--- src/inc/pol_pkg.sv ---
// polled-output pin logic: shared constants and types
// assumes one 40 MHz core clock; pins are 16 main plus 16 auxiliary
package pol_pkg;
  // ==========================================================
  // pins and groups
  localparam int unsigned NPIN_GRP = 16;
  localparam int unsigned NPIN     = 32;
  localparam int unsigned PIN_IDX_W = 5;
  // ==========================================================
  // poll mode codes (low nibble of mode location)
  localparam logic [3:0] MODE_OFF      = 4'h0;
  localparam logic [3:0] MODE_OUT_CONT = 4'h2;
  localparam logic [3:0] MODE_RUN      = 4'h3;
  localparam logic [3:0] MODE_OUT_RUN  = 4'h4;
  localparam logic [3:0] MODE_OUT_LAT  = 4'hA;
  // ==========================================================
  // status location addresses
  localparam logic [7:0] SPR_STAT_FIRST = 8'h80;
  localparam logic [7:0] SPR_STAT_LAST  = 8'h87;
  localparam logic [7:0] SPR_MODE       = 8'h84;
  localparam logic [7:0] SPR_RUNSLOT    = 8'h85;
  localparam logic [7:0] SPR_GROUP      = 8'h86;
  localparam logic [7:0] SPR_FLAGS      = 8'h87;
  // flag byte bit positions
  localparam int unsigned FB_OUT_EN  = 0;
  localparam int unsigned FB_IN_DEF  = 1;
  localparam int unsigned FB_RUN_EN  = 2;
  localparam int unsigned FB_LATCH   = 3;
  localparam int unsigned FB_TRIG    = 4;
  localparam int unsigned FB_LATCHED = 5;
  localparam int unsigned FB_ACTIVE  = 7;
  // ==========================================================
  // evaluation sequencer
  typedef enum logic [2:0] {
    POL_IDLE = 3'b001,
    POL_EVAL = 3'b010,
    POL_SWCH = 3'b100
  } pol_state_e;
endpackage

--- src/core/pol_sync.sv ---
// polled-output pin logic: three-stage input synchroniser with agreement
// assumes pins are asynchronous to clk_sys
`timescale 1ns/1ps
module pol_sync
  import pol_pkg::*;
(
  input  wire logic            clk_sys,
  input  wire logic            resetn,
  input  wire logic [NPIN-1:0] pin_async,
  output logic      [NPIN-1:0] pin_clean
);
  logic [NPIN-1:0] s1_r, s2_r, s3_r, clean_r, clean_nxt;

  // a change is accepted only once stages two and three agree
  always_comb begin
    clean_nxt = clean_r;
    for (int i = 0; i < NPIN; i++) begin
      if (s2_r[i] == s3_r[i]) begin
        clean_nxt[i] = s3_r[i];
      end
    end
  end

  always_ff @(posedge clk_sys or negedge resetn) begin
    if (!resetn) begin
      s1_r    <= '0;
      s2_r    <= '0;
      s3_r    <= '0;
      clean_r <= '0;
    end else begin
      s1_r    <= pin_async;
      s2_r    <= s1_r;
      s3_r    <= s2_r;
      clean_r <= clean_nxt;
    end
  end

  assign pin_clean = clean_r;
endmodule

--- src/core/pol_out.sv ---
// polled-output pin logic: polled-input sampling, output drive, status bytes
// assumes the sequencer issues commands as one-cycle strobes and pulses
// insn_done between instructions; scratchpad reads are registered, one cycle behind spr_addr
`timescale 1ns/1ps
module pol_out
  import pol_pkg::*;
(
  input  wire logic                 clk_sys,
  input  wire logic                 resetn,
  input  wire logic [NPIN-1:0]      pin_in,
  output logic      [NPIN-1:0]      pin_out,
  output logic      [NPIN-1:0]      pin_oe,
  input  wire logic                 insn_done,
  input  wire logic                 define_polled_output_cmd,
  input  wire logic                 define_polled_input_cmd,
  input  wire logic                 poll_mode_select_cmd,
  input  wire logic                 event_slot_switch_cmd,
  input  wire logic                 io_group_sel,
  input  wire logic [3:0]           cmd_pin,
  input  wire logic                 cmd_level,
  input  wire logic [3:0]           cmd_mode,
  input  wire logic [2:0]           cmd_slot,
  input  wire logic [7:0]           spr_addr,
  output logic      [7:0]           spr_rdata,
  output logic                      slot_switch,
  output logic      [2:0]           slot_switch_num,
  output logic                      poll_event
);
  // ==========================================================
  // state
  logic [NPIN-1:0] pin_clean;
  logic [NPIN-1:0] in_def_r, in_def_nxt, in_lvl_r, in_lvl_nxt;
  logic [NPIN-1:0] out_def_r, out_def_nxt, out_lvl_r, out_lvl_nxt;
  logic [NPIN-1:0] drv_r, drv_nxt, oe_r, oe_nxt, trig_r, trig_nxt;
  logic [3:0]      mode_r, mode_nxt;
  logic [2:0]      slot_r, slot_nxt, sw_num_r, sw_num_nxt;
  logic            grp_r, grp_nxt, latched_r, latched_nxt;
  logic            hit_r, hit_nxt, sw_r, sw_nxt, ev_r, ev_nxt;
  logic [7:0]      rdata_r, rdata_nxt;
  pol_state_e      st_r, st_nxt;
  logic [NPIN-1:0] hit_vec;
  logic            out_en, run_en, lat_md, any_hit;

  pol_sync u_sync (
    .clk_sys   (clk_sys),
    .resetn    (resetn),
    .pin_async (pin_in),
    .pin_clean (pin_clean)
  );

  function automatic logic [PIN_IDX_W-1:0] pin_index(input logic grp, input logic [3:0] p);
    pin_index = {grp, p};
  endfunction

  // ==========================================================
  // mode decode
  always_comb begin
    out_en = (mode_r == MODE_OUT_CONT) || (mode_r == MODE_OUT_RUN) ||
             (mode_r == MODE_OUT_LAT);
    run_en = (mode_r == MODE_RUN) || (mode_r == MODE_OUT_RUN);
    lat_md = (mode_r == MODE_OUT_LAT);
    hit_vec = in_def_r & ~(pin_clean ^ in_lvl_r);
    any_hit = |hit_vec;
  end

  // ==========================================================
  // configuration, sampling and output drive
  always_comb begin
    in_def_nxt  = in_def_r;
    in_lvl_nxt  = in_lvl_r;
    out_def_nxt = out_def_r;
    out_lvl_nxt = out_lvl_r;
    drv_nxt     = drv_r;
    oe_nxt      = oe_r;
    trig_nxt    = trig_r;
    mode_nxt    = mode_r;
    slot_nxt    = slot_r;
    grp_nxt     = io_group_sel;
    latched_nxt = latched_r;
    hit_nxt     = hit_r;
    sw_nxt      = 1'b0;
    sw_num_nxt  = sw_num_r;
    ev_nxt      = 1'b0;
    st_nxt      = st_r;
    // one index per command; any number of pins may accumulate
    if (define_polled_output_cmd) begin
      out_def_nxt[pin_index(grp_r, cmd_pin)] = 1'b1;
      out_lvl_nxt[pin_index(grp_r, cmd_pin)] = cmd_level;
      oe_nxt[pin_index(grp_r, cmd_pin)]      = 1'b1;
      drv_nxt[pin_index(grp_r, cmd_pin)]     = ~cmd_level;
    end
    if (define_polled_input_cmd) begin
      in_def_nxt[pin_index(grp_r, cmd_pin)] = 1'b1;
      in_lvl_nxt[pin_index(grp_r, cmd_pin)] = cmd_level;
      // a polled input releases the pin; its output latch still records state
      oe_nxt[pin_index(grp_r, cmd_pin)]     = 1'b0;
    end
    if (event_slot_switch_cmd) begin
      slot_nxt = cmd_slot;
    end
    if (poll_mode_select_cmd) begin
      mode_nxt    = cmd_mode;
      latched_nxt = 1'b0;
      trig_nxt    = '0;
      hit_nxt     = 1'b0;
      if (cmd_mode == MODE_OFF) begin
        in_def_nxt  = '0;
        out_def_nxt = '0;
      end
    end
    case (st_r)
      POL_IDLE: begin
        if (insn_done) begin
          st_nxt = POL_EVAL;
        end
      end
      POL_EVAL: begin
        st_nxt = POL_IDLE;
        if (out_en || run_en) begin
          // builds on trig_nxt so a mode select in this cycle still clears old bits
          trig_nxt = trig_nxt | hit_vec;
          hit_nxt  = any_hit;
          ev_nxt   = any_hit;
          // every group is scanned so auxiliary outputs respond too
          for (int i = 0; i < NPIN; i++) begin
            if (out_def_r[i] && out_en) begin
              if (lat_md) begin
                if (any_hit) begin
                  drv_nxt[i] = out_lvl_r[i];
                end
              end else begin
                drv_nxt[i] = any_hit ? out_lvl_r[i] : ~out_lvl_r[i];
              end
            end
          end
          if (lat_md && any_hit) begin
            latched_nxt = 1'b1;
          end
          if (run_en && any_hit) begin
            st_nxt = POL_SWCH;
          end
        end
      end
      POL_SWCH: begin
        sw_nxt     = 1'b1;
        sw_num_nxt = slot_r;
        st_nxt     = POL_IDLE;
      end
      default: st_nxt = POL_IDLE;
    endcase
    // a define that lands in an evaluation cycle still starts at the inverse level
    if (define_polled_output_cmd) begin
      drv_nxt[pin_index(grp_r, cmd_pin)] = ~cmd_level;
    end
  end

  // ==========================================================
  // scratchpad status view
  always_comb begin
    rdata_nxt = 8'h00;
    case (spr_addr)
      SPR_STAT_FIRST:        rdata_nxt = trig_r[7:0];
      SPR_STAT_FIRST + 8'h1: rdata_nxt = trig_r[15:8];
      SPR_STAT_FIRST + 8'h2: rdata_nxt = trig_r[23:16];
      SPR_STAT_FIRST + 8'h3: rdata_nxt = trig_r[31:24];
      SPR_MODE:              rdata_nxt = {4'h0, mode_r};
      SPR_RUNSLOT:           rdata_nxt = {5'h00, slot_r};
      SPR_GROUP:             rdata_nxt = {7'h00, grp_r};
      SPR_FLAGS: begin
        rdata_nxt[FB_OUT_EN]  = out_en;
        rdata_nxt[FB_IN_DEF]  = |in_def_r;
        rdata_nxt[FB_RUN_EN]  = run_en;
        rdata_nxt[FB_LATCH]   = lat_md;
        rdata_nxt[FB_TRIG]    = hit_r;
        rdata_nxt[FB_LATCHED] = latched_r;
        rdata_nxt[FB_ACTIVE]  = out_en || run_en;
      end
      default: rdata_nxt = 8'h00;
    endcase
  end

  always_ff @(posedge clk_sys or negedge resetn) begin
    if (!resetn) begin
      in_def_r  <= '0;
      in_lvl_r  <= '0;
      out_def_r <= '0;
      out_lvl_r <= '0;
      drv_r     <= '0;
      oe_r      <= '0;
      trig_r    <= '0;
      mode_r    <= MODE_OFF;
      slot_r    <= 3'h0;
      grp_r     <= 1'b0;
      latched_r <= 1'b0;
      hit_r     <= 1'b0;
      sw_r      <= 1'b0;
      sw_num_r  <= 3'h0;
      ev_r      <= 1'b0;
      rdata_r   <= 8'h00;
      st_r      <= POL_IDLE;
    end else begin
      in_def_r  <= in_def_nxt;
      in_lvl_r  <= in_lvl_nxt;
      out_def_r <= out_def_nxt;
      out_lvl_r <= out_lvl_nxt;
      drv_r     <= drv_nxt;
      oe_r      <= oe_nxt;
      trig_r    <= trig_nxt;
      mode_r    <= mode_nxt;
      slot_r    <= slot_nxt;
      grp_r     <= grp_nxt;
      latched_r <= latched_nxt;
      hit_r     <= hit_nxt;
      sw_r      <= sw_nxt;
      sw_num_r  <= sw_num_nxt;
      ev_r      <= ev_nxt;
      rdata_r   <= rdata_nxt;
      st_r      <= st_nxt;
    end
  end

  assign pin_out         = drv_r;
  assign pin_oe          = oe_r;
  assign spr_rdata       = rdata_r;
  assign slot_switch     = sw_r;
  assign slot_switch_num = sw_num_r;
  assign poll_event      = ev_r;
endmodule

--- config.mk ---
export PLATFORM = sky130hd
export DESIGN_NAME = pol_out
export DESIGN_NICKNAME = d
export VERILOG_FILES = /design/src/inc/pol_pkg.sv /design/src/core/pol_sync.sv /design/src/core/pol_out.sv
export SDC_FILE = /design/constraint.sdc
export NUM_CORES = 1
export LEC_CHECK = 0
export BUFFER_PORTS_ARGS = -buffer_cell sky130_fd_sc_hd__buf_2
export CORE_ASPECT_RATIO = 1.25
export CORE_MARGIN = 2
export CORE_UTILIZATION = 30
export DETAILED_ROUTE_END_ITERATION = 10
export SLEW_MARGIN = 20
export SYNTH_ARGS = -nofsm -noshare
export SYNTH_HDL_FRONTEND = slang
export SYNTH_SLANG_ARGS = --single-unit
--- constraint.sdc ---
create_clock -name clk_sys -period 3.92 [get_ports clk_sys]
set_input_delay 0.588 -clock clk_sys [delete_from_list [all_inputs] [get_ports clk_sys]]
set_output_delay 0.588 -clock clk_sys [all_outputs]
set_load 0.005 [all_outputs]
### After elaboration in Yosys (flattened, before gate mapping)

Cells that the tools add are included.

| operators by class | value |
|---|---|
| bitwise operators | 42 |
| add/sub/neg operators | 0 |
| shifts and indexed selects | 0 |
| order comparisons | 2 |
| eq/ne operators | 48 |
| $mul | 0 |
| div/mod/pow operators | 0 |
| muxes and demuxes | 166 |
| reductions and logical operators | 42 |

Operators by type and width:

| cell | count |
|---|---|
| two-way mux 32 bit | 15 |
| two-way mux 1 bit | 139 |
| bitwise mux 32 bit | 4 |
| bitwise OR 32 bit | 4 |
| bitwise AND 32 bit | 2 |
| == test 8 bit, second input constant | 8 |
| NOT 32 bit | 2 |
| OR reduction 32 bit | 2 |
| case mux 6 bit (8 select lines) | 1 |
| logical AND 1 bit | 35 |
| NOT 1 bit | 33 |
| == test 1 bit | 32 |
| bitwise XOR 32 bit | 1 |
| two-way mux 3 bit | 3 |
| == test 4 x 2 -> 1 bit, second input constant | 2 |
| < comparator 5 x 6 -> 1 bit, second input constant | 1 |
| case mux 3 bit (2 select lines) | 1 |
| demux 1 bit (select 5 bit) | 1 |
| >= comparator 5 x 1 -> 1 bit, second input constant | 1 |
| case mux 1 bit (5 select lines) | 1 |
| == test 4 x 3 -> 1 bit, second input constant | 1 |
| == test 4 bit, second input constant | 1 |
| zero test 4 bit | 1 |
| logical OR 1 bit | 4 |
| other kinds (5) | 5 |

| storage, ports and cells | value |
|---|---|
| memories | 0 |
| logic and storage cells | 352 |
| flip-flop bits (word level) | 378 |
| bits in read-only memories | 0 |
| RAM bits | 0 |
| input port bits | 60 |
| output and inout bits | 77 |
| bits in latches | 0 |

### Longest topological paths before layout

Gate-level depths: netlist of the first run.

| logic depth | value |
|---|---|
| depth after elaboration | 13 |
| mapped depth | 8 |
| depth with buffers taken out | 6 |

### Cells and area by module

From an unflattened synthesis of the first run, not the netlist that was laid out.

| second synthesis, totals | value |
|---|---|
| cell total of the unflattened synthesis | 1,282 |
| area total of the unflattened synthesis | 15,095.7 sq um |

By module, submodules not included:

| module | cells each | instances | sequential area each (sq um) | area an instance (sq um) |
|---|---|---|---|---|
| pol_out | 1,122 | 1 | 6,257.3 | 11,532.3 |
| pol_sync | 160 | 1 | 3,203.1 | 3,563.4 |

### Worst setup path before layout of the first run

Ideal clock, no wire load.

| path | value |
|---|---|
| path kind | input port to flip-flop |
| from | in cmd_pin[3] |
| to | reg drv_r[11], in the netlist pin_out[11] |
| cell stages on the path | 7 |
| setup time | 0.083 ns |
| required time | 3.837 ns |
| buffers on the path | 2 |
| setup slack | 1.796 ns |
| arrival time | 2.042 ns |
| path through | clkbuf_1 or3b_2 clkbuf_1 nor2_1 nor4_1 a211o_1 o21ai_0 |

| on the way | value |
|---|---|
| cells in the longest elaborated chain, start to end | 13 |
| elaborated cells between the ends (all ways) | 14 |
| those cells by class | order compare (2); mux (11); reduce/logical (1) |

RTL lines:

| what | RTL line | text |
|---|---|---|
| from (decl) | pol_out.sv:19 | `input wire logic [3:0] cmd_pin,` |
| < comparator 5 x 6 -> 1 bit (implied by the code) or >= comparator 5 x 1 -> 1 bit (tied branches) | pol_out.sv:90, pol_out.sv:153 |  |
| logical AND 1 bit (implied by the code) | pol_out.sv:90, pol_out.sv:153 |  |
| two-way mux 1 bit (implied by the code) | pol_out.sv:90, pol_out.sv:153 |  |
| demux 1 bit (select 5 bit) * | pol_out.sv:90, pol_out.sv:153 |  |
| bitwise mux 32 bit | pol_out.sv:90 | `drv_nxt[pin_index(grp_r, cmd_pin)] = ~cmd_level;` |
| two-way mux 32 bit | pol_out.sv:86 | `if (define_polled_output_cmd) begin` |
| two-way mux 1 bit | pol_out.sv:128 | `if (any_hit) begin` |
| two-way mux 1 bit | pol_out.sv:127 | `if (lat_md) begin` |
| two-way mux 1 bit | pol_out.sv:126 | `if (out_def_r[i] && out_en) begin` |
| two-way mux 32 bit | pol_out.sv:119 | `if (out_en \|\| run_en) begin` |
| two-way mux 32 bit | pol_out.sv:111 | `case (st_r)` |
| bitwise mux 32 bit | pol_out.sv:153 | `drv_nxt[pin_index(grp_r, cmd_pin)] = ~cmd_level;` |
| two-way mux 32 bit * | pol_out.sv:152 | `if (define_polled_output_cmd) begin` |
| net drv_nxt[11] | pol_out.sv:34 | `logic [NPIN-1:0] drv_r, drv_nxt, oe_r, oe_nxt, trig_r, trig_nxt;` |
| to (signal assigned) | pol_out.sv:206 | `drv_r <= drv_nxt;` |
| to (decl) | pol_out.sv:34 |  |

Mark *: on every way through the listed nets, which the timed path passes. The rest lies on a longest branch.
A chain may end at the register's enable or synchronous reset.

### Worst setup path in the final report of the first run

| path | value |
|---|---|
| from | reg mode_r[3] |
| to | reg drv_r[26], in the netlist pin_out[26] |

| on the way | value |
|---|---|
| cells in the longest elaborated chain, start to end | 9 |
| elaborated cells between the ends (all ways) | 15 |
| those cells by class | eq/ne (4); mux (6); reduce/logical (5) |

RTL lines:

| what | RTL line | text |
|---|---|---|
| from (decl) | pol_out.sv:35 | `logic [3:0] mode_r, mode_nxt;` |
| from (signal assigned) | pol_out.sv:209 | `mode_r <= mode_nxt;` |
| == test 4 x 2 -> 1 bit or == test 4 x 3 -> 1 bit (tied branches) | pol_out.sv:58, pol_out.sv:60 |  |
| logical OR 1 bit (2 in series) | pol_out.sv:58 | `out_en = (mode_r == MODE_OUT_CONT) \|\| (mode_r == MODE_OUT_RUN) \|\|` |
| logical AND 1 bit | pol_out.sv:126 |  |
| two-way mux 1 bit | pol_out.sv:126 |  |
| two-way mux 32 bit * | pol_out.sv:119 |  |
| two-way mux 32 bit * | pol_out.sv:111 |  |
| bitwise mux 32 bit | pol_out.sv:153 |  |
| two-way mux 32 bit * | pol_out.sv:152 |  |
| net drv_nxt[26] | pol_out.sv:34 |  |

Marked as above.

==> impl_results.md, run 1 <==
* Result of the run: finished clean
* Number of placement rows at 91
* Worst Path Buf+Inv at 1
* Min Clock Period, post-route at 2500 ps
* Y dimension of the die at 254 um
* Cells traversed along the worst timing path: nor3b_1 > o21bai_1 > nor2_4 > buf_4 > a31oi_1 > mux2i_1 > o2bb2ai_1
* Largest stage delay on the critical path at 690 ps
* Number of remaining DRC errors at 0
* Worst reg-to-reg path cell count at 7
* Post-synth top area share at 62.8%
* Portion of the post-synthesis area used by sequential elements at 63.0%
* Arrival time worst endpoint at 2970 ps
* Most common flop cell mapped by yosys: sky130_fd_sc_hd__dfrtp_1
* Summed negative setup slack over all endpoints at 0 ps
* Launching element of the worst setup path: mode_r[3]$_DFFE_PN0P_
* Post-CTS setup-driven buffer insertion count at 0
* Largest fanout on the critical path at 29
* GRT Total Usage at 15.6%
* Via count of the first global-routing pass at 10428
* CP Depth at 7
* Leak pwr at 7.90 nW
* Die width at 204 um
* Final setup fails at 0
* Finished Core Util at 36.4%
* Clock Root Buffer: sky130_fd_sc_hd__clkbuf_16
* CTS Hold Buffers Added at 0
* Number of maximum-capacitance constraint violations at 0
* Post-DP HPWL at 27400 um
* Met3 usage in global routing at 2.26%
* VDD IR-drop max at 0.270 mV
* Routed wirelength normalized by instance count at 19.1 um
* Peak clock frequency supported by timing at 0.400 GHz
* Number of distinct library cell variants in the gate-level netlist after synthesis at 47
* Critical path's top delay family: simple AND/OR/NAND/NOR gates
* Detailed Route Iter0 Violations at 572
* Start of the worst register-to-register path: mode_r[3]$_DFFE_PN0P_
* Final weighted congestion in routability-driven placement at 0.801
* Post-layout power at 0.0106 W
* GR Layer Usage met2 at 25.5%
* Area delta synth->final at 19.7%
* Clock Tree Buf Depth at 3
* Synthesized instance count at 1273
* CTS-repair resized insts at 0
* Critical path required time at 4390 ps
* Count of flip-flops with a built-in enable after synthesis at 0
* Post-Place Worst Slack at 1460 ps
* Register bit total from synthesis at 378
* Cell Pwr Density at 591 nW/um^2
* Antenna violations before repair at 0
* Worst setup path class: reg2reg
* Final hold violation count at 0
* Yosys top cell by area: sky130_fd_sc_hd__dfrtp_1
* Routed vias at 10362
* Antenna diode instance count at 0
* Maximum number of pins on one net before global-route repair at 101
* Total global routing overflow at 0
* Final Skew at 14.9 ps
* Master of the slowest instance on the critical path: sky130_fd_sc_hd__nor2_4
* Worst-case headroom to the max-slew limit at 37.6%
* Worst skew pair latency at 560 ps
* Final worst slack at 1420 ps
* Critical Path Start Type: flop
* Fraction of layout cells with a size suffix above 1 at 20.6%
* Depth of the CTS H-tree at 2
* Clock transition at path regs at 60 ps
* Area of the die at 51900 sq um
* Drt total wl at 40000 um
* Number of top-level pins at 137
* Critical Path End Type: flop
* Post-synthesis instance area at 15000 sq um
* Average footprint of a synthesized cell at 11.8 sq um
* Global-route met1 utilization at 20.6%
* Vias per std cell at 4.94
* Starting utilization of the core area at 30.4%
* Largest cells by area after synthesis: sky130_fd_sc_hd__dfrtp_1 (63%), sky130_fd_sc_hd__mux2_2 (3.5%), sky130_fd_sc_hd__nor2_1 (3.4%)
* Hold Path Class: in2async
* Net count after synthesis at 1333
* Unrepaired setup endpoints after global routing: no
* Placement Cell Area at 16400 sq um
* CTS sink cnt at 378
* Wire length of the first global-routing pass at 62300 um
* Syn. warnings at 0
* Slew at the pin with the worst max-slew slack at 936 ps
* Count of nets left with antenna violations after detail routing at 0
* Final Cycle Share at 63.7%
* Number of buffers added by the clock tree synthesis step at 42
* First-pass iteration count of the detailed router at 5
* Final slew viol count at 0
* Most congested layer reported by global routing: met2
* CTS tree: done
* Synth async-reset ratio at 100%
* Number of buffers added on ports at 136
* Final instance area at 18000 sq um
* Nets at 1471
* Core area at 49400 sq um
==> Yosys cell counts (4+ instances only) <==
| cell type | instances |
|---|---|
| sky130_fd_sc_hd__dfrtp_1 | 377 |
| sky130_fd_sc_hd__nor2_1 | 136 |
| sky130_fd_sc_hd__nand2_1 | 129 |
| sky130_fd_sc_hd__o21a_1 | 65 |
| sky130_fd_sc_hd__inv_1 | 63 |
| sky130_fd_sc_hd__a31oi_1 | 60 |
| sky130_fd_sc_hd__mux2_2 | 47 |
| sky130_fd_sc_hd__clkbuf_1 | 45 |
| sky130_fd_sc_hd__o21ai_0 | 43 |
| sky130_fd_sc_hd__mux2i_1 | 36 |
| sky130_fd_sc_hd__a21oi_1 | 34 |
| sky130_fd_sc_hd__o22ai_1 | 34 |
| sky130_fd_sc_hd__maj3_1 | 32 |
| sky130_fd_sc_hd__xnor2_1 | 32 |
| sky130_fd_sc_hd__o2bb2ai_1 | 27 |
| sky130_fd_sc_hd__nor4_1 | 15 |
| sky130_fd_sc_hd__a22oi_1 | 12 |
| sky130_fd_sc_hd__nand3b_1 | 9 |
| sky130_fd_sc_hd__nor3_1 | 9 |
| sky130_fd_sc_hd__mux4_2 | 8 |
| sky130_fd_sc_hd__a211o_1 | 5 |
| sky130_fd_sc_hd__nand3_1 | 5 |
| sky130_fd_sc_hd__nand4_1 | 5 |
| sky130_fd_sc_hd__or2_2 | 5 |
| sky130_fd_sc_hd__or3b_2 | 5 |
| sky130_fd_sc_hd__a22oi_2 | 4 |
==> path summary, 6_finish.rpt <==
| path | end | slack (ps) |
|---|---|---|
| worst max-delay path | pin_out[26]$_DFF_PN0_ | 1420 |
| worst min-delay path | u_sync.s2_r[18]$_DFF_PN0_ | 40 |
| worst max register to register | pin_out[26]$_DFF_PN0_ | 1420 |
| worst min register to register | u_sync.s2_r[3]$_DFF_PN0_ | 340 |
| max in group asynchronous | slot_switch$_DFF_PN0_ | 2820 |
| min in group clk_sys | u_sync.s1_r[23]$_DFF_PN0_ | 140 |
==> cells by family after synthesis <==
kind of cell / count (synthesis) / synth area share (%)
AOI/OAI and AO/OA: 289 / 12.8
and+or+nand+nor: 334 / 9.83
adders and majority gates: 32 / 2.13
muxes: 91 / 7.13
buffers and inverters: 117 / 3.22
DFF: 378 / 63.0
xor gates and xnor gates: 32 / 1.87
==> worst register-to-register path, stage by stage (launching register included) <==
cell	delay, ps
sky130_fd_sc_hd__dfrtp_1	450
sky130_fd_sc_hd__nor3b_1	270
sky130_fd_sc_hd__o21bai_1	210
sky130_fd_sc_hd__nor2_4	690
sky130_fd_sc_hd__buf_4	370
sky130_fd_sc_hd__a31oi_1	100
sky130_fd_sc_hd__mux2i_1	180
sky130_fd_sc_hd__o2bb2ai_1	150
==> flip-flops by register name, indices dropped and copies added (netlist names), 3 cells and up <==
name and count:
in_def_r 32, in_lvl_r 32, out_def_r 32, out_lvl_r 32
pin_oe 32, pin_out 32, trig_r 32, u_sync.pin_clean 32
u_sync.s1_r 32, u_sync.s2_r 32, u_sync.s3_r 32, spr_rdata 8
mode_r 4, slot_r 3, slot_switch_num 3, st_r 3
==> area by class of cell <==
type | instances | area [sq um]
clock inverter | 13 | 196
fill | 4869 | 31400
multi-input combinational | 778 | 5080
tap | 651 | 815
clock buffer | 65 | 1350
timing repair buffer | 148 | 833
inverter | 63 | 236
sequential | 378 | 9460
==> stage by stage <==
step	std cells	hold slack (ps)
final	2096	42.2
after global routing	2096	101
after CTS	2096	81.7
after detailed placement	2018	335
after global placement	2018	335
after floorplan	1273	292
==> layer usage <==
layer / share of wire [%] / vias to the layer above
li1: - / 4742
met1: 42 / 5245
met2: 49 / 293
met3: 4.9 / 82
met4: 3.9 / 0
met5: 0 / -
==> where the power goes <==
part / total [W] / switching, W / internal, W
clock network: 0.00429 / 0.00159 / 0.00270
registers: 0.00496 / 0.000477 / 0.00449
logic: 0.00136 / 0.000717 / 0.000644
total: 0.0106 / 0.00279 / 0.00783
==> placed cells by master (no fill, tap or decap), types with 27 or more instances in the layout <==
cell and instances:
sky130_fd_sc_hd__nor2_1 135, sky130_fd_sc_hd__clkbuf_16 45, sky130_fd_sc_hd__maj3_1 32, sky130_fd_sc_hd__mux2i_1 36
sky130_fd_sc_hd__o2bb2ai_1 27, sky130_fd_sc_hd__o22ai_1 34, sky130_fd_sc_hd__dfrtp_1 377, sky130_fd_sc_hd__a31oi_1 60
sky130_fd_sc_hd__a21oi_1 34, sky130_fd_sc_hd__o21ai_0 43, sky130_fd_sc_hd__o21a_1 65, sky130_fd_sc_hd__mux2_2 47
sky130_fd_sc_hd__inv_1 63, sky130_fd_sc_hd__nand2_1 128, sky130_fd_sc_hd__buf_2 134, sky130_fd_sc_hd__xnor2_1 32
No activity file was read; power rests on OpenSTA's default activity.
==> inputs of run 2 (changes only) <==
- clock period: 3.92 -> 2.4 ns (I/O delays scaled with it)
==> run 2 against run 1 <==
Worst hold slack got worse by 4.0 ps. Count of clock-buffer cells in the layout fell by 10. Critical path depth did not move. Largest cell class unchanged. Largest power group unchanged.
==> impl_results.md, run 2 (synthesis results as in run 1) <==
* CTS sink cnt at 378 (unchanged)
* Most common cell after layout, fill and taps aside: sky130_fd_sc_hd__dfrtp_1
* GRT Total Usage at 15.9% (+0.23 points)
* Worst setup path class: reg2reg
* Core area at 49400 sq um (unchanged)
* Worst-case headroom to the max-slew limit at 39.0% (+1.3 points)
* CTS tree: done
* Final setup fails at 0 (unchanged)
* Min Clock Period, post-route at 2250 ps (-243 ps)
* Count of nets left with antenna violations after detail routing at 0 (unchanged)
* Worst skew pair latency at 550 ps (about the same)
* First-pass iteration count of the detailed router at 5 (unchanged)
* Worst-case register-to-register setup slack at 150 ps (-1280 ps)
* Final Cycle Share at 94.0% (+30 points)
* Post-route non-filler standard cell count at 2166 (+3.3%)
* Via count of the first global-routing pass at 10766 (+3.2%)
* Number of remaining DRC errors at 0 (unchanged)
* Starting utilization of the core area at 30.4% (unchanged)
* Final Skew at 22.2 ps (+7.26 ps)
* Arrival time worst endpoint at 2690 ps (-280 ps)
* # fillers at 4829 (-0.82%)
* Clock Tree Buf Depth at 3 (unchanged)
* Routed wirelength normalized by instance count at 19.1 um (-0.18%)
* Clock Root Buffer: sky130_fd_sc_hd__clkbuf_16
* Number of placement rows at 91 (unchanged)
* Routed vias at 10670 (+3.0%)
* Worst reg-to-reg path cell count at 7 (unchanged)
* Post-DP HPWL at 28700 um (+4.7%)
* Slew at the pin with the worst max-slew slack at 916 ps (-20.2 ps)
* Hold Path Class: in2reg
* Detailed Route Iter0 Violations at 776 (+36%)
* Vias per std cell at 4.93 (-0.36%)
* Beginning of the worst hold path: cmd_slot[2]
* Critical Path End Type: flop
* Placement Cell Area at 16800 sq um (+2.2%)
* Drt total wl at 41300 um (+3.2%)
* Leak pwr at 8.16 nW (+3.3%)
* Unrepaired setup endpoints after global routing: no
* Final worst slack at 145 ps (-1280 ps)
* Start of the worst register-to-register path: u_sync.pin_clean[19]$_DFFE_PN0N_
* Cell Pwr Density at 916 nW/um^2 (+55%)
* Number of buffers added by the clock tree synthesis step at 41 (-2.4%)
* Number of maximum-capacitance constraint violations at 0 (unchanged)
* Endpoint of the most critical setup path: pin_out[6]$_DFF_PN0_
* Die width at 204 um (unchanged)
* Final weighted congestion in routability-driven placement at 0.820 (+2.3%)
* Number of top-level pins at 137 (unchanged)
* Final slew viol count at 0 (unchanged)
* Fraction of layout cells with a size suffix above 1 at 22.0% (+1.4 points)
* Antenna violations before repair at 1 (+1)
* Y dimension of the die at 254 um (unchanged)
* Number of buffers added on ports at 136 (unchanged)
* Maximum number of pins on one net before global-route repair at 67 (-34%)
* Area of the die at 51900 sq um (unchanged)
* Critical path required time at 2830 ps (-1560 ps)
* Peak clock frequency supported by timing at 0.443 GHz (+11%)
* Summed negative setup slack over all endpoints at 0 ps (unchanged)
* Final instance area at 18500 sq um (+3.1%)
* Reg-to-Reg End: pin_out[6]$_DFF_PN0_
* Depth of the CTS H-tree at 2 (unchanged)
* Largest fanout on the critical path at 26 (-10%)
* Commonest cells after routing, fill and taps aside: sky130_fd_sc_hd__dfrtp_1 (377), sky130_fd_sc_hd__nor2_1 (135), sky130_fd_sc_hd__buf_2 (135), sky130_fd_sc_hd__nand2_1 (128), sky130_fd_sc_hd__o21a_1 (65)
* Launching element of the worst setup path: u_sync.pin_clean[19]$_DFFE_PN0N_
* Nets at 1544 (+5.0%)
* Wire length of the first global-routing pass at 63500 um (+2.1%)
* Result of the run: finished clean
* VDD IR-drop max at 0.507 mV (+88%)
* Final hold violation count at 0 (unchanged)
* Antenna diode instance count at 0 (unchanged)
* Post-Place Worst Slack at 161 ps (-1300 ps)
* Area delta synth->final at 23.4%
* Total global routing overflow at 0 (unchanged)
* Clock transition at path regs at 60 ps (about the same)
* Critical Path Start Type: flop
* Cell total after placement at 2058 (+2.0%)
run 2: cell count changes in the layout (fill, tap and decap cells not counted), sizes merged:
cell / previous run / this run
clkinv: 6 / 8
buf: 148 / 188
dlygate4sd3: 0 / 34
bufinv: 5 / 4
clkbuf: 65 / 55
clkinvlp: 1 / 6
run 2: critical path, stage by stage, from the launching register on:
cell and delay (ps):
sky130_fd_sc_hd__dfrtp_1 390, sky130_fd_sc_hd__xnor2_1 160, sky130_fd_sc_hd__a22oi_2 220, sky130_fd_sc_hd__nand4_2 230, sky130_fd_sc_hd__or4_4 610, sky130_fd_sc_hd__buf_12 210
sky130_fd_sc_hd__mux2i_2 170, sky130_fd_sc_hd__o2bb2ai_1 130
run 2: timing repair:
item | CTS | global route
hold endpoints to repair | 92 | 0
resized for setup | 0 | 1
setup buffers | 0 | 0
endpoints found under the setup margin | 0 | 4
hold buffers | 34 | 0
run 2: area by class of cell:
| type | count | area [sq um] | share of cell area, % |
|---|---|---|---|
| Multi-Input combinational cell | 778 | 5080 | 27.4 |
| Clock buffer | 55 | 1180 | 6.38 |
| Tap cell | 651 | 815 | 4.40 |
| Sequential cell | 378 | 9460 | 51.1 |
| Inverter | 63 | 236 | 1.28 |
| Clock inverter | 19 | 218 | 1.18 |
| Timing Repair Buffer | 222 | 1530 | 8.28 |
run 2: metal layers:
metal	routed length [um]	track usage, %	vias up	part of all wire, %
li1	-	-	4895	-
met1	17400	20.5	5397	42
met5	13	0	-	0.032
met4	1090	5.30	2	2.6
met2	20500	27.0	309	50
met3	2270	2.69	67	5.5
run 2: through the flow:
step / total power (W) / hold WS (ps) / utilization (%)
global route: 0.0178 / 37.4 / 37.5
finish: 0.0170 / 38.2 / 37.5
detailed placement: 0.0106 / 336 / 34.0
CTS: 0.0172 / 24.9 / 37.5
floorplan: 0.00932 / 64.4 / -
global placement: 0.0104 / 335 / 34.0
run 2: how the worst min path moves through the flow:
stage / endpoint / slack, ps / cells past startpoint
after floorplan: grp_r$_DFF_PN0_ / 60 / 0
after global placement: u_sync.s2_r[12]$_DFF_PN0_ / 340 / 0
after detailed placement: u_sync.s2_r[29]$_DFF_PN0_ / 340 / 0
after CTS: slot_r[2]$_DFFE_PN0P_ / 20 / 2
after global routing: slot_r[2]$_DFFE_PN0P_ / 40 / 2
final: slot_r[2]$_DFFE_PN0P_ / 40 / 2
run 2: report_power, final:
part           internal (W)  total, W  switching, W
clock network       0.00390   0.00652       0.00262
registers           0.00733   0.00810      0.000768
logic               0.00112   0.00236       0.00124
total                0.0123    0.0170       0.00463
==> inputs of run 3 (changes only) <==
- BUFFER_PORTS_ARGS: -buffer_cell sky130_fd_sc_hd__buf_2 -> -buffer_cell sky130_fd_sc_hd__buf_4
==> run 3 against run 2 <==
Utilization is 0.87 points higher. Clock power is 2% lower. Routed wire length is 0.48% higher. Critical path depth stayed put. Fmax is 5.7% lower. Via count is 0.67% lower. Die area stayed put. Critical endpoint is now pin_out[25]$_DFF_PN0_. Largest power group unchanged.
==> impl_results.md, run 3 (synthesis results as in run 1) <==
* Result of the run: finished clean
* Commonest cells after routing, fill and taps aside: sky130_fd_sc_hd__dfrtp_1 (375), sky130_fd_sc_hd__buf_4 (185), sky130_fd_sc_hd__nor2_1 (135), sky130_fd_sc_hd__nand2_1 (128), sky130_fd_sc_hd__o21a_1 (65)
* Critical Path Start Type: flop
* Depth of the CTS H-tree at 2 (unchanged)
* Number of remaining DRC errors at 0 (unchanged)
* Worst-case headroom to the max-slew limit at 41.1% (+2.1 points)
* Wire length of the first global-routing pass at 63800 um (+0.45%)
* Largest stage delay on the critical path at 720 ps (+110 ps)
* Post-DP HPWL at 28500 um (-0.67%)
* Nets at 1552 (+0.52%)
* Die width at 204 um (unchanged)
* Core area at 49400 sq um (unchanged)
* Critical path's top delay family: simple AND/OR/NAND/NOR gates
* Number of buffers added by the clock tree synthesis step at 41 (unchanged)
* Starting utilization of the core area at 30.4% (unchanged)
* Count of nets left with antenna violations after detail routing at 0 (unchanged)
* Clock Root Buffer: sky130_fd_sc_hd__clkbuf_16
* First-pass iteration count of the detailed router at 4 (-1)
* Antenna violations before repair at 1 (unchanged)
* Area delta synth->final at 26.3%
* GRT Total Usage at 16.1% (+0.23 points)
* Largest fanout on the critical path at 7 (-73%)
* Clock transition at path regs at 60 ps (about the same)
* Worst setup path class: reg2reg
* Slew at the pin with the worst max-slew slack at 884 ps (-32.0 ps)
* Finished Core Util at 38.4% (+0.87 points)
* Area of the die at 51900 sq um (unchanged)
* Final Skew at 20.0 ps (-2.19 ps)
* Unrepaired setup endpoints after global routing: yes
* Hold Path Class: in2reg
* Routed vias at 10599 (-0.67%)
* Final weighted congestion in routability-driven placement at 0.818 (-0.20%)
* Master of the slowest instance on the critical path: sky130_fd_sc_hd__or4_4
* Via count of the first global-routing pass at 10733 (-0.31%)
* Number of placement rows at 91 (unchanged)
* Number of top-level pins at 137 (unchanged)
* Final hold violation count at 0 (unchanged)
* Most common cell after layout, fill and taps aside: sky130_fd_sc_hd__dfrtp_1
* Number of maximum-capacitance constraint violations at 0 (unchanged)
* CTS tree: done
* Total global routing overflow at 0 (unchanged)
* Drt total wl at 41500 um (+0.48%)
* Detailed Route Iter0 Violations at 748 (-3.6%)
* Final slew viol count at 0 (unchanged)
* Vias per std cell at 4.88 (-0.99%)
* Final Cycle Share at 99.6% (+5.7 points)
* VDD IR-drop max at 0.392 mV (-23%)
* Y dimension of the die at 254 um (unchanged)
* CTS sink cnt at 378 (unchanged)
* Cell total after placement at 2061 (+0.15%)
* Worst Path Buf+Inv at 1 (unchanged)
* Critical path required time at 2880 ps (+50 ps)
* Routed wirelength normalized by instance count at 19.1 um (+0.16%)
* Post-route non-filler standard cell count at 2173 (+0.32%)
* Antenna diode instance count at 0 (unchanged)
* Final setup fails at 0 (unchanged)
* Leak pwr at 8.30 nW (+1.7%)
* Min Clock Period, post-route at 2390 ps (+136 ps)
* Arrival time worst endpoint at 2870 ps (+180 ps)
* Clock Tree Buf Depth at 3 (unchanged)
* Fraction of layout cells with a size suffix above 1 at 22.7% (+0.69 points)
* Number of buffers added on ports at 136 (unchanged)
* Maximum number of pins on one net before global-route repair at 73 (+9.0%)
* Critical Path End Type: flop
* Peak clock frequency supported by timing at 0.418 GHz (-5.7%)
* Worst skew pair latency at 560 ps (about the same)
* Cell Pwr Density at 902 nW/um^2 (-1.5%)
* Cells traversed along the worst timing path: xnor2_2 > a22oi_1 > nand4_1 > or4_4 > clkbuf_16 > mux2i_1 > o2bb2ai_1
run 3: metal layers:
metal	GRT usage, %	wire length (um)	share of wire, %	vias up
met5	0	16	0.039	-
met4	4.93	914	2.2	2
met3	2.31	1950	4.7	54
met2	27.4	20800	50	289
met1	21.2	17800	43	5348
li1	-	-	-	4906
run 3: final timing paths:
| kind | slack [ps] | from | end | depth (start not counted) |
|---|---|---|---|---|
| worst max-delay path | 9 | u_sync.pin_clean[8]$_DFFE_PN0N_ | pin_out[25]$_DFF_PN0_ | 7 |
| worst min-delay path | 30 | cmd_slot[2] | slot_r[2]$_DFFE_PN0P_ | 2 |
| worst max register to register | 9 | u_sync.pin_clean[8]$_DFFE_PN0N_ | pin_out[25]$_DFF_PN0_ | 7 |
| worst min register to register | 340 | u_sync.s1_r[19]$_DFF_PN0_ | u_sync.s2_r[19]$_DFF_PN0_ | 0 |
| max in group asynchronous | 1230 | resetn | pin_out[1]$_DFF_PN0_ | 3 |
| min in group asynchronous | 330 | resetn | u_sync.s1_r[14]$_DFF_PN0_ | 2 |
run 3: power by group:
group          switching [W]  leakage (nW)  internal (W)
Sequential          0.000809          4.65       0.00733
Combinational        0.00122          3.00       0.00135
Clock                0.00260         0.646       0.00379
Total                0.00463          8.30        0.0125
run 3: layout make-up:
type	count	area, sq um
clock buffers	55	1140
repair buffers	230	1950
clock inverters	18	216
well taps	651	815
flip-flops and latches	378	9460
fillers	4857	30500
multi-input cells	778	5130
inverters	63	236
run 3: repair_timing:
item	in CTS	in global routing
setup buffers	0	2
gates resized for setup	0	11
endpoints found under the hold margin	75	0
setup endpoints to repair	0	18
hold buffers	34	0
run 3: stage by stage:
stage | power (W) | hold WS, ps | setup TNS, ps | setup WS, ps | cell area [sq um]
6_report | 0.0171 | 33.1 | 0 | 8.90 | 19000
5_1_grt | 0.0179 | 25.9 | -843 | -57.0 | 19000
4_1_cts | 0.0173 | 5.91 | 0 | 66.0 | 18800
3_5_place_dp | 0.0108 | 324 | 0 | 82.9 | 17100
3_3_place_gp | 0.0107 | 323 | 0 | 109 | 17100
2_1_floorplan | 0.00932 | 64.4 | 0 | 352 | 15000
